[src/common/lep_pkg.sv]
// constants, codes and state types of the lookup engine policy registers
package lep_pkg;
    // ==========================================================
    // register map: indices, byte address is four times the index
    localparam int unsigned ADDR_W = 12;
    localparam logic [9:0] IDX_CTL1 = 10'h311;
    localparam logic [9:0] IDX_CTL2 = 10'h312;
    localparam logic [9:0] IDX_CTL3 = 10'h313;
    // ==========================================================
    // field positions
    localparam int unsigned C1_FLUSH_ALL = 5;
    localparam int unsigned C1_FLUSH_STP = 4;
    localparam int unsigned C1_AGE_EN = 2;
    localparam int unsigned C2_TRAP = 6;
    localparam int unsigned C2_DYN_FILT = 5;
    localparam int unsigned C2_STA_FILT = 4;
    localparam int unsigned C2_SCOPE_LSB = 2;
    localparam int unsigned C2_PRIO_LSB = 0;
    // ==========================================================
    // values after reset, and the writable bit mask of control register 1
    localparam logic [7:0] CTL1_RST = 8'h04;
    localparam logic [7:0] CTL2_RST = 8'h00;
    localparam logic [7:0] CTL3_RST = 8'h4B;
    localparam logic [7:0] CTL1_MASK = 8'h34;
    // ==========================================================
    // codes of the flush scope and priority source fields
    localparam logic [1:0] SCOPE_NONE = 2'h0;
    localparam logic [1:0] SCOPE_DYN = 2'h1;
    localparam logic [1:0] SCOPE_STA = 2'h2;
    localparam logic [1:0] SCOPE_BOTH = 2'h3;
    localparam logic [1:0] PSRC_DA = 2'h0;
    localparam logic [1:0] PSRC_SA = 2'h1;
    localparam logic [1:0] PSRC_MAX = 2'h2;
    localparam logic [1:0] PSRC_MIN = 2'h3;
    // ==========================================================
    // timing: age period unit is one second
    localparam int unsigned AGE_UNIT_S = 1;
    localparam int unsigned CLK_HZ = 10_000_000;
    localparam int unsigned SEC_CYCLES = AGE_UNIT_S * CLK_HZ;
    // ==========================================================
    // datapath widths, host port map and flush sequencer state type
    localparam int unsigned NPORT = 3;
    localparam int unsigned PRIO_W = 3;
    localparam logic [NPORT-1:0] HOST_MAP = 3'h4;
    typedef enum logic [0:0] {
        FL_IDLE = 1'b0,
        FL_BUSY = 1'b1
    } lep_flush_st_t;
endpackage

[src/common/lep_cfg_if.sv]
// settings carried from the register file to the datapath helpers
`timescale 1ns/1ns
interface lep_cfg_if;
    logic mc_trap;
    logic dyn_filt;
    logic sta_filt;
    logic [1:0] prio_sel;
    logic age_en;
    logic [7:0] age_period;
    modport src(output mc_trap, dyn_filt, sta_filt, prio_sel, age_en,
        age_period);
    modport fwd(input mc_trap, dyn_filt, sta_filt, prio_sel);
    modport age(input age_en, age_period);
endinterface

[src/hdl/lep_fwd_sel.sv]
// egress map and address based priority selection for one lookup
`timescale 1ns/1ns
module lep_fwd_sel #(
    parameter int unsigned NPORT = lep_pkg::NPORT,
    parameter int unsigned PRIO_W = lep_pkg::PRIO_W,
    parameter logic [NPORT-1:0] HOST_MAP = lep_pkg::HOST_MAP
) (
    input wire logic pclk,
    input wire logic presetn,
    lep_cfg_if.fwd cfg,
    input wire logic lk_valid,
    input wire logic lk_hit,
    input wire logic lk_static,
    input wire logic lk_rsv_mcast,
    input wire logic dbl_tag_en,
    input wire logic [NPORT-1:0] lk_entry_map,
    input wire logic [NPORT-1:0] lk_vlan_map,
    input wire logic [PRIO_W-1:0] lk_da_prio,
    input wire logic [PRIO_W-1:0] lk_sa_prio,
    output logic fwd_valid,
    output logic [NPORT-1:0] fwd_map,
    output logic [PRIO_W-1:0] address_based_priority
);
    function automatic logic [PRIO_W-1:0] pick_prio(
        input logic [1:0] sel,
        input logic [PRIO_W-1:0] da,
        input logic [PRIO_W-1:0] sa);
        unique case (sel)
            lep_pkg::PSRC_DA: pick_prio = da;
            lep_pkg::PSRC_SA: pick_prio = sa;
            lep_pkg::PSRC_MAX: pick_prio = (da > sa) ? da : sa;
            lep_pkg::PSRC_MIN: pick_prio = (da < sa) ? da : sa;
        endcase
    endfunction

    logic filt;
    logic [NPORT-1:0] map_next;
    // a miss is flooded within the vlan
    always_comb begin
        filt = lk_static ? cfg.sta_filt : cfg.dyn_filt;
        if (lk_rsv_mcast && dbl_tag_en && cfg.mc_trap) begin
            map_next = HOST_MAP;
        end else if (lk_hit) begin
            map_next = filt ? (lk_entry_map & lk_vlan_map) : lk_entry_map;
        end else begin
            map_next = lk_vlan_map;
        end
    end

    always_ff @(posedge pclk or negedge presetn) begin
        if (!presetn) begin
            fwd_valid <= 1'b0;
            fwd_map <= '0;
            address_based_priority <= '0;
        end else begin
            fwd_valid <= lk_valid;
            if (lk_valid) begin
                fwd_map <= map_next;
                address_based_priority <= pick_prio(cfg.prio_sel,
                    lk_da_prio, lk_sa_prio);
            end
        end
    end
endmodule

[src/hdl/lep_age_tick.sv]
// aging period timer: one pulse per age period while aging is on
`timescale 1ns/1ns
module lep_age_tick #(
    parameter int unsigned SEC_CYCLES = lep_pkg::SEC_CYCLES
) (
    input wire logic pclk,
    input wire logic presetn,
    lep_cfg_if.age cfg,
    output logic age_tick
);
    localparam int unsigned CW = $clog2(SEC_CYCLES + 1);
    localparam logic [CW-1:0] SEC_LAST = CW'(SEC_CYCLES - 1);
    logic [CW-1:0] cyc_reg;
    logic [7:0] sec_reg;
    logic sec_pulse;

    assign sec_pulse = cfg.age_en && (cyc_reg == SEC_LAST);

    // one second divider, cleared while aging is off
    always_ff @(posedge pclk or negedge presetn) begin
        if (!presetn) begin
            cyc_reg <= '0;
        end else if (!cfg.age_en || sec_pulse) begin
            cyc_reg <= '0;
        end else begin
            cyc_reg <= cyc_reg + 1'b1;
        end
    end

    // period of zero seconds gives no aging at all
    always_ff @(posedge pclk or negedge presetn) begin
        if (!presetn) begin
            sec_reg <= 8'h00;
            age_tick <= 1'b0;
        end else begin
            age_tick <= 1'b0;
            if (!cfg.age_en) begin
                sec_reg <= 8'h00;
            end else if (sec_pulse) begin
                if (sec_reg + 8'h01 >= cfg.age_period
                        && cfg.age_period != 8'h00) begin
                    sec_reg <= 8'h00;
                    age_tick <= 1'b1;
                end else begin
                    sec_reg <= sec_reg + 8'h01;
                end
            end
        end
    end
endmodule

[src/hdl/lep_regs_top.sv]
// lookup engine policy registers with apb slave, flush and aging control
// Operation
// - trap bit with double tagging sends reserved multicast to host only
// - dynamic hit map ANDed with vlan map when dynamic filter set
// - static hit map ANDed with vlan map when static filter set
// - both egress filter bits reset to zero
// - flush scope 01 dynamic, 10 static, 11 both entries
// - scope 00 means no flush; hardware shows 00 when done
// - priority source 00 from destination, 01 from source lookup
// - priority source 10 takes higher, 11 takes lower priority
// - dynamic entries age after period seconds times age count
// - age period resets to 4B and ages dynamic entries only
// - whole table flush trigger self clears, flushes entries of the flush scope
// - spanning tree flush trigger flushes matching entries, self clears
// - aging only while aging enable set, which resets to one
//
// Local design decision: the APB interface to the registers.
`timescale 1ns/1ns
module lep_regs_top #(
    parameter int unsigned SEC_CYCLES = lep_pkg::SEC_CYCLES,
    parameter int unsigned NPORT = lep_pkg::NPORT,
    parameter int unsigned PRIO_W = lep_pkg::PRIO_W
) (
    input wire logic pclk,
    input wire logic presetn,
    input wire logic psel,
    input wire logic penable,
    input wire logic pwrite,
    input wire logic [lep_pkg::ADDR_W-1:0] paddr,
    input wire logic [31:0] pwdata,
    output logic [31:0] prdata,
    output logic pready,
    output logic pslverr,
    input wire logic lk_valid,
    input wire logic lk_hit,
    input wire logic lk_static,
    input wire logic lk_rsv_mcast,
    input wire logic dbl_tag_en,
    input wire logic [NPORT-1:0] lk_entry_map,
    input wire logic [NPORT-1:0] lk_vlan_map,
    input wire logic [PRIO_W-1:0] lk_da_prio,
    input wire logic [PRIO_W-1:0] lk_sa_prio,
    output logic fwd_valid,
    output logic [NPORT-1:0] fwd_map,
    output logic [PRIO_W-1:0] address_based_priority,
    output logic flush_start,
    output logic flush_stp,
    output logic [1:0] flush_scope,
    input wire logic flush_done,
    output logic age_tick
);
    // ==========================================================
    // apb decode
    logic [9:0] idx;
    logic sel1;
    logic sel2;
    logic sel3;
    logic mapped;
    logic setup;
    logic acc;
    logic wr1;
    logic wr2;
    logic wr3;

    assign idx = paddr[lep_pkg::ADDR_W-1:2];
    assign sel1 = (idx == lep_pkg::IDX_CTL1);
    assign sel2 = (idx == lep_pkg::IDX_CTL2);
    assign sel3 = (idx == lep_pkg::IDX_CTL3);
    assign mapped = sel1 || sel2 || sel3;
    assign setup = psel && !penable;
    assign acc = psel && penable;
    assign wr1 = acc && pwrite && sel1;
    assign wr2 = acc && pwrite && sel2;
    assign wr3 = acc && pwrite && sel3;
    // zero wait states: read data is captured in the setup cycle
    assign pready = 1'b1;
    assign pslverr = acc && !mapped;

    // ==========================================================
    // registers
    logic [7:0] ctl1_reg;
    logic [7:0] ctl2_reg;
    logic [7:0] ctl3_reg;
    logic [31:0] prdata_reg;
    lep_pkg::lep_flush_st_t fl_reg;
    logic trig_clr;
    logic scope_clr;
    logic [7:0] ctl1_wr;
    logic [7:0] trig_mask;

    assign trig_mask = 8'((1 << lep_pkg::C1_FLUSH_ALL)
        | (1 << lep_pkg::C1_FLUSH_STP));
    assign ctl1_wr = pwdata[7:0] & lep_pkg::CTL1_MASK;

    // triggers only add while idle; a write in the clearing cycle wins
    always_ff @(posedge pclk or negedge presetn) begin
        if (!presetn) begin
            ctl1_reg <= lep_pkg::CTL1_RST;
        end else begin
            if (wr1) begin
                ctl1_reg <= (ctl1_wr & ~trig_mask)
                    | ((trig_clr ? 8'h00 : ctl1_reg) & trig_mask)
                    | ((fl_reg == lep_pkg::FL_IDLE || trig_clr)
                        ? (ctl1_wr & trig_mask) : 8'h00);
            end else if (trig_clr) begin
                ctl1_reg <= ctl1_reg & ~trig_mask;
            end
        end
    end

    always_ff @(posedge pclk or negedge presetn) begin
        if (!presetn) begin
            ctl2_reg <= lep_pkg::CTL2_RST;
        end else if (wr2) begin
            ctl2_reg <= pwdata[7:0];
        end else if (scope_clr) begin
            ctl2_reg[lep_pkg::C2_SCOPE_LSB +: 2] <= lep_pkg::SCOPE_NONE;
        end
    end

    always_ff @(posedge pclk or negedge presetn) begin
        if (!presetn) begin
            ctl3_reg <= lep_pkg::CTL3_RST;
        end else if (wr3) begin
            ctl3_reg <= pwdata[7:0];
        end
    end

    always_ff @(posedge pclk or negedge presetn) begin
        if (!presetn) begin
            prdata_reg <= 32'h0000_0000;
        end else if (setup && !pwrite) begin
            prdata_reg <= {24'h00_0000,
                sel1 ? ctl1_reg : sel2 ? ctl2_reg
                : sel3 ? ctl3_reg : 8'h00};
        end
    end
    assign prdata = prdata_reg;

    // ==========================================================
    // flush sequencer
    logic trig_all;
    logic trig_stp;
    logic [1:0] scope;

    assign trig_all = ctl1_reg[lep_pkg::C1_FLUSH_ALL];
    assign trig_stp = ctl1_reg[lep_pkg::C1_FLUSH_STP];
    assign scope = ctl2_reg[lep_pkg::C2_SCOPE_LSB +: 2];
    // scope 00 at trigger time completes at once without a flush
    assign trig_clr = (fl_reg == lep_pkg::FL_IDLE && (trig_all || trig_stp)
        && scope == lep_pkg::SCOPE_NONE)
        || (fl_reg == lep_pkg::FL_BUSY && flush_done);
    assign scope_clr = fl_reg == lep_pkg::FL_BUSY && flush_done;

    always_ff @(posedge pclk or negedge presetn) begin
        if (!presetn) begin
            fl_reg <= lep_pkg::FL_IDLE;
        end else begin
            unique case (fl_reg)
                lep_pkg::FL_IDLE: begin
                    if ((trig_all || trig_stp)
                            && scope != lep_pkg::SCOPE_NONE) begin
                        fl_reg <= lep_pkg::FL_BUSY;
                    end
                end
                lep_pkg::FL_BUSY: begin
                    if (flush_done) begin
                        fl_reg <= lep_pkg::FL_IDLE;
                    end
                end
            endcase
        end
    end

    // whole table flush wins when both triggers are set
    always_ff @(posedge pclk or negedge presetn) begin
        if (!presetn) begin
            flush_start <= 1'b0;
            flush_stp <= 1'b0;
            flush_scope <= lep_pkg::SCOPE_NONE;
        end else begin
            flush_start <= 1'b0;
            if (fl_reg == lep_pkg::FL_IDLE && (trig_all || trig_stp)
                    && scope != lep_pkg::SCOPE_NONE) begin
                flush_start <= 1'b1;
                flush_stp <= !trig_all;
                flush_scope <= scope;
            end
        end
    end

    // ==========================================================
    // datapath helpers
    lep_cfg_if cfg ();
    assign cfg.mc_trap = ctl2_reg[lep_pkg::C2_TRAP];
    assign cfg.dyn_filt = ctl2_reg[lep_pkg::C2_DYN_FILT];
    assign cfg.sta_filt = ctl2_reg[lep_pkg::C2_STA_FILT];
    assign cfg.prio_sel = ctl2_reg[lep_pkg::C2_PRIO_LSB +: 2];
    assign cfg.age_en = ctl1_reg[lep_pkg::C1_AGE_EN];
    assign cfg.age_period = ctl3_reg;

    lep_fwd_sel #(
        .NPORT(NPORT),
        .PRIO_W(PRIO_W)
    ) u_fwd (
        .pclk(pclk),
        .presetn(presetn),
        .cfg(cfg),
        .lk_valid(lk_valid),
        .lk_hit(lk_hit),
        .lk_static(lk_static),
        .lk_rsv_mcast(lk_rsv_mcast),
        .dbl_tag_en(dbl_tag_en),
        .lk_entry_map(lk_entry_map),
        .lk_vlan_map(lk_vlan_map),
        .lk_da_prio(lk_da_prio),
        .lk_sa_prio(lk_sa_prio),
        .fwd_valid(fwd_valid),
        .fwd_map(fwd_map),
        .address_based_priority(address_based_priority)
    );

    // the tick drives aging of dynamic entries only
    lep_age_tick #(
        .SEC_CYCLES(SEC_CYCLES)
    ) u_age (
        .pclk(pclk),
        .presetn(presetn),
        .cfg(cfg),
        .age_tick(age_tick)
    );

    // ==========================================================
    // checks
    logic rst_seen;
    always_ff @(posedge pclk or negedge presetn) begin
        if (!presetn) begin
            rst_seen <= 1'b0;
        end else begin
            rst_seen <= 1'b1;
        end
    end
endmodule

[config.mk]
export PLATFORM = sky130hd
export DESIGN_NAME = lep_regs_top
export DESIGN_NICKNAME = d
export VERILOG_FILES = /design/src/common/lep_pkg.sv /design/src/common/lep_cfg_if.sv /design/src/hdl/lep_fwd_sel.sv /design/src/hdl/lep_age_tick.sv /design/src/hdl/lep_regs_top.sv
export SDC_FILE = /design/constraint.sdc
export NUM_CORES = 1
export LEC_CHECK = 0
export BUFFER_PORTS_ARGS = -buffer_cell sky130_fd_sc_hd__buf_2
export CORE_UTILIZATION = 52
export DETAILED_ROUTE_END_ITERATION = 16
export HOLD_SLACK_MARGIN = 0.03
export PLACE_DENSITY_LB_ADDON = 0.1
export SETUP_SLACK_MARGIN = 0.5
export SLEW_MARGIN = 20
export SYNTH_ARGS = -nofsm -noshare
export SYNTH_HDL_FRONTEND = slang
export SYNTH_SLANG_ARGS = --single-unit
[constraint.sdc]
create_clock -name pclk -period 3.3 [get_ports pclk]
set_clock_uncertainty 0.1 [all_clocks]
set_input_delay 0.66 -clock pclk [delete_from_list [all_inputs] [get_ports pclk]]
set_output_delay 0.66 -clock pclk [all_outputs]
set_load 0.03 [all_outputs]
==> reports/qor.csv <==
stage,metric,value,unit
pwr,P_int,0.00129,W
clocking,clock-pin slew on the worst setup and hold paths,0.08,ns
synthesis,Synth Cell Area,3970,sq um
critical_path,WS Path Type,input pin to output pin,
clocking,clock buffer depth,2,
global_route,total track usage,0.210,
floorplan,row cnt,31,
placement,IO buf count,61,
detailed_routing,vias per cell,5.25,
synthesis,Synth Area in Adders,0.0410,
placement,placer's final routability congestion estimate,0.756,
clocking,setup bufs post-CTS,0,
final_layout,synthesis-to-layout area growth,13.2,%
global_route,first-pass GRT wire length,12.5,mm
pwr,PD cells,389,nW/um^2
run_status,outcome,"complete, no violations",
clocking,CTS root buf,clkbuf_8,
timing,final hold viol count,0,
floorplan,DIE AREA,7990,sq um
global_route,GRT met2 Usage,0.339,
detailed_routing,via count,2924,
detailed_routing,final wirelength,7.74,mm
pwr,Comb power frac,0.091,
timing,relative slew slack,0.366,
synthesis,main flop type after synthesis,dfrtp_1,
synthesis,simple-gate share of the synthesized area,0.192,
clocking,Sink Count,72,
synthesis,post-synthesis mux area share,0.0864,
synthesis,XOR/XNOR Fraction of Synth Area,0.0552,
critical_path,WP data arrival,1.99,ns
synthesis,Yosys reg bits,72,
final_layout,fin nets,533,
timing,final setup vio count,0,
synthesis,Synth Area in Compound Gates,0.0946,
global_route,initial antenna violation count,0,
detailed_routing,Detailed Route Iter0 Violations,97,
final_layout,fillers,636,
detailed_routing,DRC errors left,0,
timing,RSZ-0062 raised after global routing,no,
timing,Worst Tran Pin Value,0.943,ns
global_route,largest net degree at the start of global routing,39,
synthesis,Synth warnings,0,
synthesis,Netlist cell types,50,
pwr,VDD IR max,0.211,mV
clocking,CTS tree,done,
pwr,Psw,0.000461,W
pwr,Switching Fraction,0.264,
global_route,vias in the first global route,2707,
synthesis,Post-synth EDFFs,0,
synthesis,Synth area leader,dfrtp_1,
timing,Max Clock Freq,0.364,GHz
final_layout,antenna fix cells,0,
final_layout,"most common cell after layout, fill and taps aside",dfrtp_1,
critical_path,Critical Path RT,2.54,ns
run,maxcap violations,0,
final_layout,fin area,4490,sq um
synthesis,sequential fraction of the synthesis area,0.456,
final_layout,max reg flops,24,
pwr,Lkg Pwr,2.21,nW
synthesis,post-synth top area share,0.422,
clocking,H-tree levels,3,
final_layout,layout cells sized above 1,0.242,
synthesis,main combinational cell family by area after synthesis,simple AND/OR/NAND/NOR gates,
final_layout,most frequent cells in the layout,"dfrtp_1, buf_2, nor2_1",
floorplan,Starting Density,0.541,
global_route,M1 GR Usage,0.274,
timing,fin crit share,0.833,
floorplan,die height,89.4,um
min_path,Worst Hold Class,input pin to async pin,
synthesis,Synth async-reset ratio,1.00,
global_route,global route hottest layer,met2,
global_route,grt ovf,0,
detailed_routing,average wire per standard cell,13.9,um
clocking,TritonCTS Buffers,9,
synthesis,mean post-synth cell area,10.2,sq um
pwr,Reg power frac,0.513,
detailed_routing,Antenna Nets Post-Route,0,
floorplan,Chip Width,89.4,um
critical_path,CP max FO,3,
placement,Post-DP Area,4280,sq um
placement,dpl cells,541,
pwr,Clk pwr share,0.396,
timing,setup TNS,0,ns
detailed_routing,1st-pass router iterations,4,
timing,fin. max-slew vios,0,
floorplan,I/O pin total,113,
synthesis,Synth Instances,390,
synthesis,ranking of synthesized cells by area,"dfrtp_1, buf_4, ha_1, xor2_1, dfstp_2",
global_route,met3 Track Usage GR,0.0693,
clocking,worst skew pair latency,0.35,ns
floorplan,Core Box Area,7330,sq um
critical_path,CP endpoint kind,output pin,
placement,DP HPWL,5.62,mm
final_layout,final non-filler cell total,557,
critical_path,CP startpoint kind,input pin,
timing,Final Critical Period,2.75,ns
## worst paths after layout
path	endpoint	start	slack, ns	depth (start not counted)
worst max-delay path	pslverr	paddr[5]	0.55	6
worst min-delay path	u_age.cyc_reg[5]$_DFF_PN0_	presetn	0.30	1
worst max register to register	u_age.sec_reg[7]$_DFFE_PN0N_	u_age.sec_reg[0]$_DFFE_PN0N_	0.63	10
worst min register to register	flush_scope[0]$_DFFE_PN0P_	flush_scope[0]$_DFFE_PN0P_	0.37	2
max in group asynchronous	cfg.age_period[0]$_DFFE_PN1P_	presetn	2.04	2
min in group pclk	flush_scope[0]$_DFFE_PN0P_	flush_scope[0]$_DFFE_PN0P_	0.37	2
## routing by layer
layer | wire length (um) | part of all wire
met5 | 0 | 0
met4 | 64 | 0.0083
met3 | 465 | 0.060
met2 | 3640 | 0.47
met1 | 3570 | 0.46
## power groups by stage
| stage | Clock, W | Combinational [W] | Sequential [W] |
|---|---|---|---|
| final | 0.000691 | 0.000159 | 0.000897 |
| after global routing | 0.000756 | 0.000177 | 0.000898 |
| after CTS | 0.000715 | 0.000160 | 0.000897 |
| after detailed placement | 0 | 0.000160 | 0.000914 |
| after global placement | 0 | 0.000158 | 0.000913 |
| after floorplan | 0 | 0.0000999 | 0.000930 |
## per-stage QoR
stage,hold slack (ns),utilization,setup slack [ns],power [W]
2_1_floorplan,0.264,-,0.663,0.00103
3_3_place_gp,0.356,0.584,0.295,0.00107
3_5_place_dp,0.358,0.584,0.325,0.00107
4_1_cts,0.324,0.611,0.508,0.00177
5_1_grt,0.369,0.613,0.506,0.00183
6_report,0.305,0.613,0.551,0.00175
## worst max-delay path, stage by stage
cell and delay [ns]:
buf_2 0.09, or4b_4 0.54, nor4_4 0.24, o21ai_1 0.10
and3_1 0.19, buf_4 0.16
## final cells by class
class                           instances  area, sq um  area share
Multi-Input combinational cell        290         1970       0.438
Sequential cell                        72         1810       0.403
Timing Repair Buffer                   63          335      0.0747
Clock buffer                            9          124      0.0276
Tap cell                               99          124      0.0276
Clock inverter                          7         71.3      0.0159
Inverter                               17         63.8      0.0142
## cells by family after synthesis
logic type	after synthesis
AND/OR/NAND/NOR	145
flip-flops	72
AO/OA/AOI/OAI	53
buffers and inverters	51
multiplexers	29
XOR/XNOR	25
adder cells (fa/ha/maj)	13
other	2
## synthesized netlist by cell type, types with 9 or more instances
master and n:
buf_4 25, nand3_1 21, and3_1 13, xor2_1 16, nor2_1 35, mux2i_1 11
mux2_2 10, nand2_1 33, dfrtp_1 67, inv_1 17, o21ai_0 12, xnor2_1 9
ha_1 13
## repair_timing
| action | in CTS | in global routing |
|---|---|---|
| gates resized for setup | 1 | 5 |
| setup endpoints to repair | 6 | 6 |
| hold buffers | 0 | 0 |
| cloned | 0 | 0 |
| pin swaps | 0 | 0 |
(Power assumes the default switching activity.)
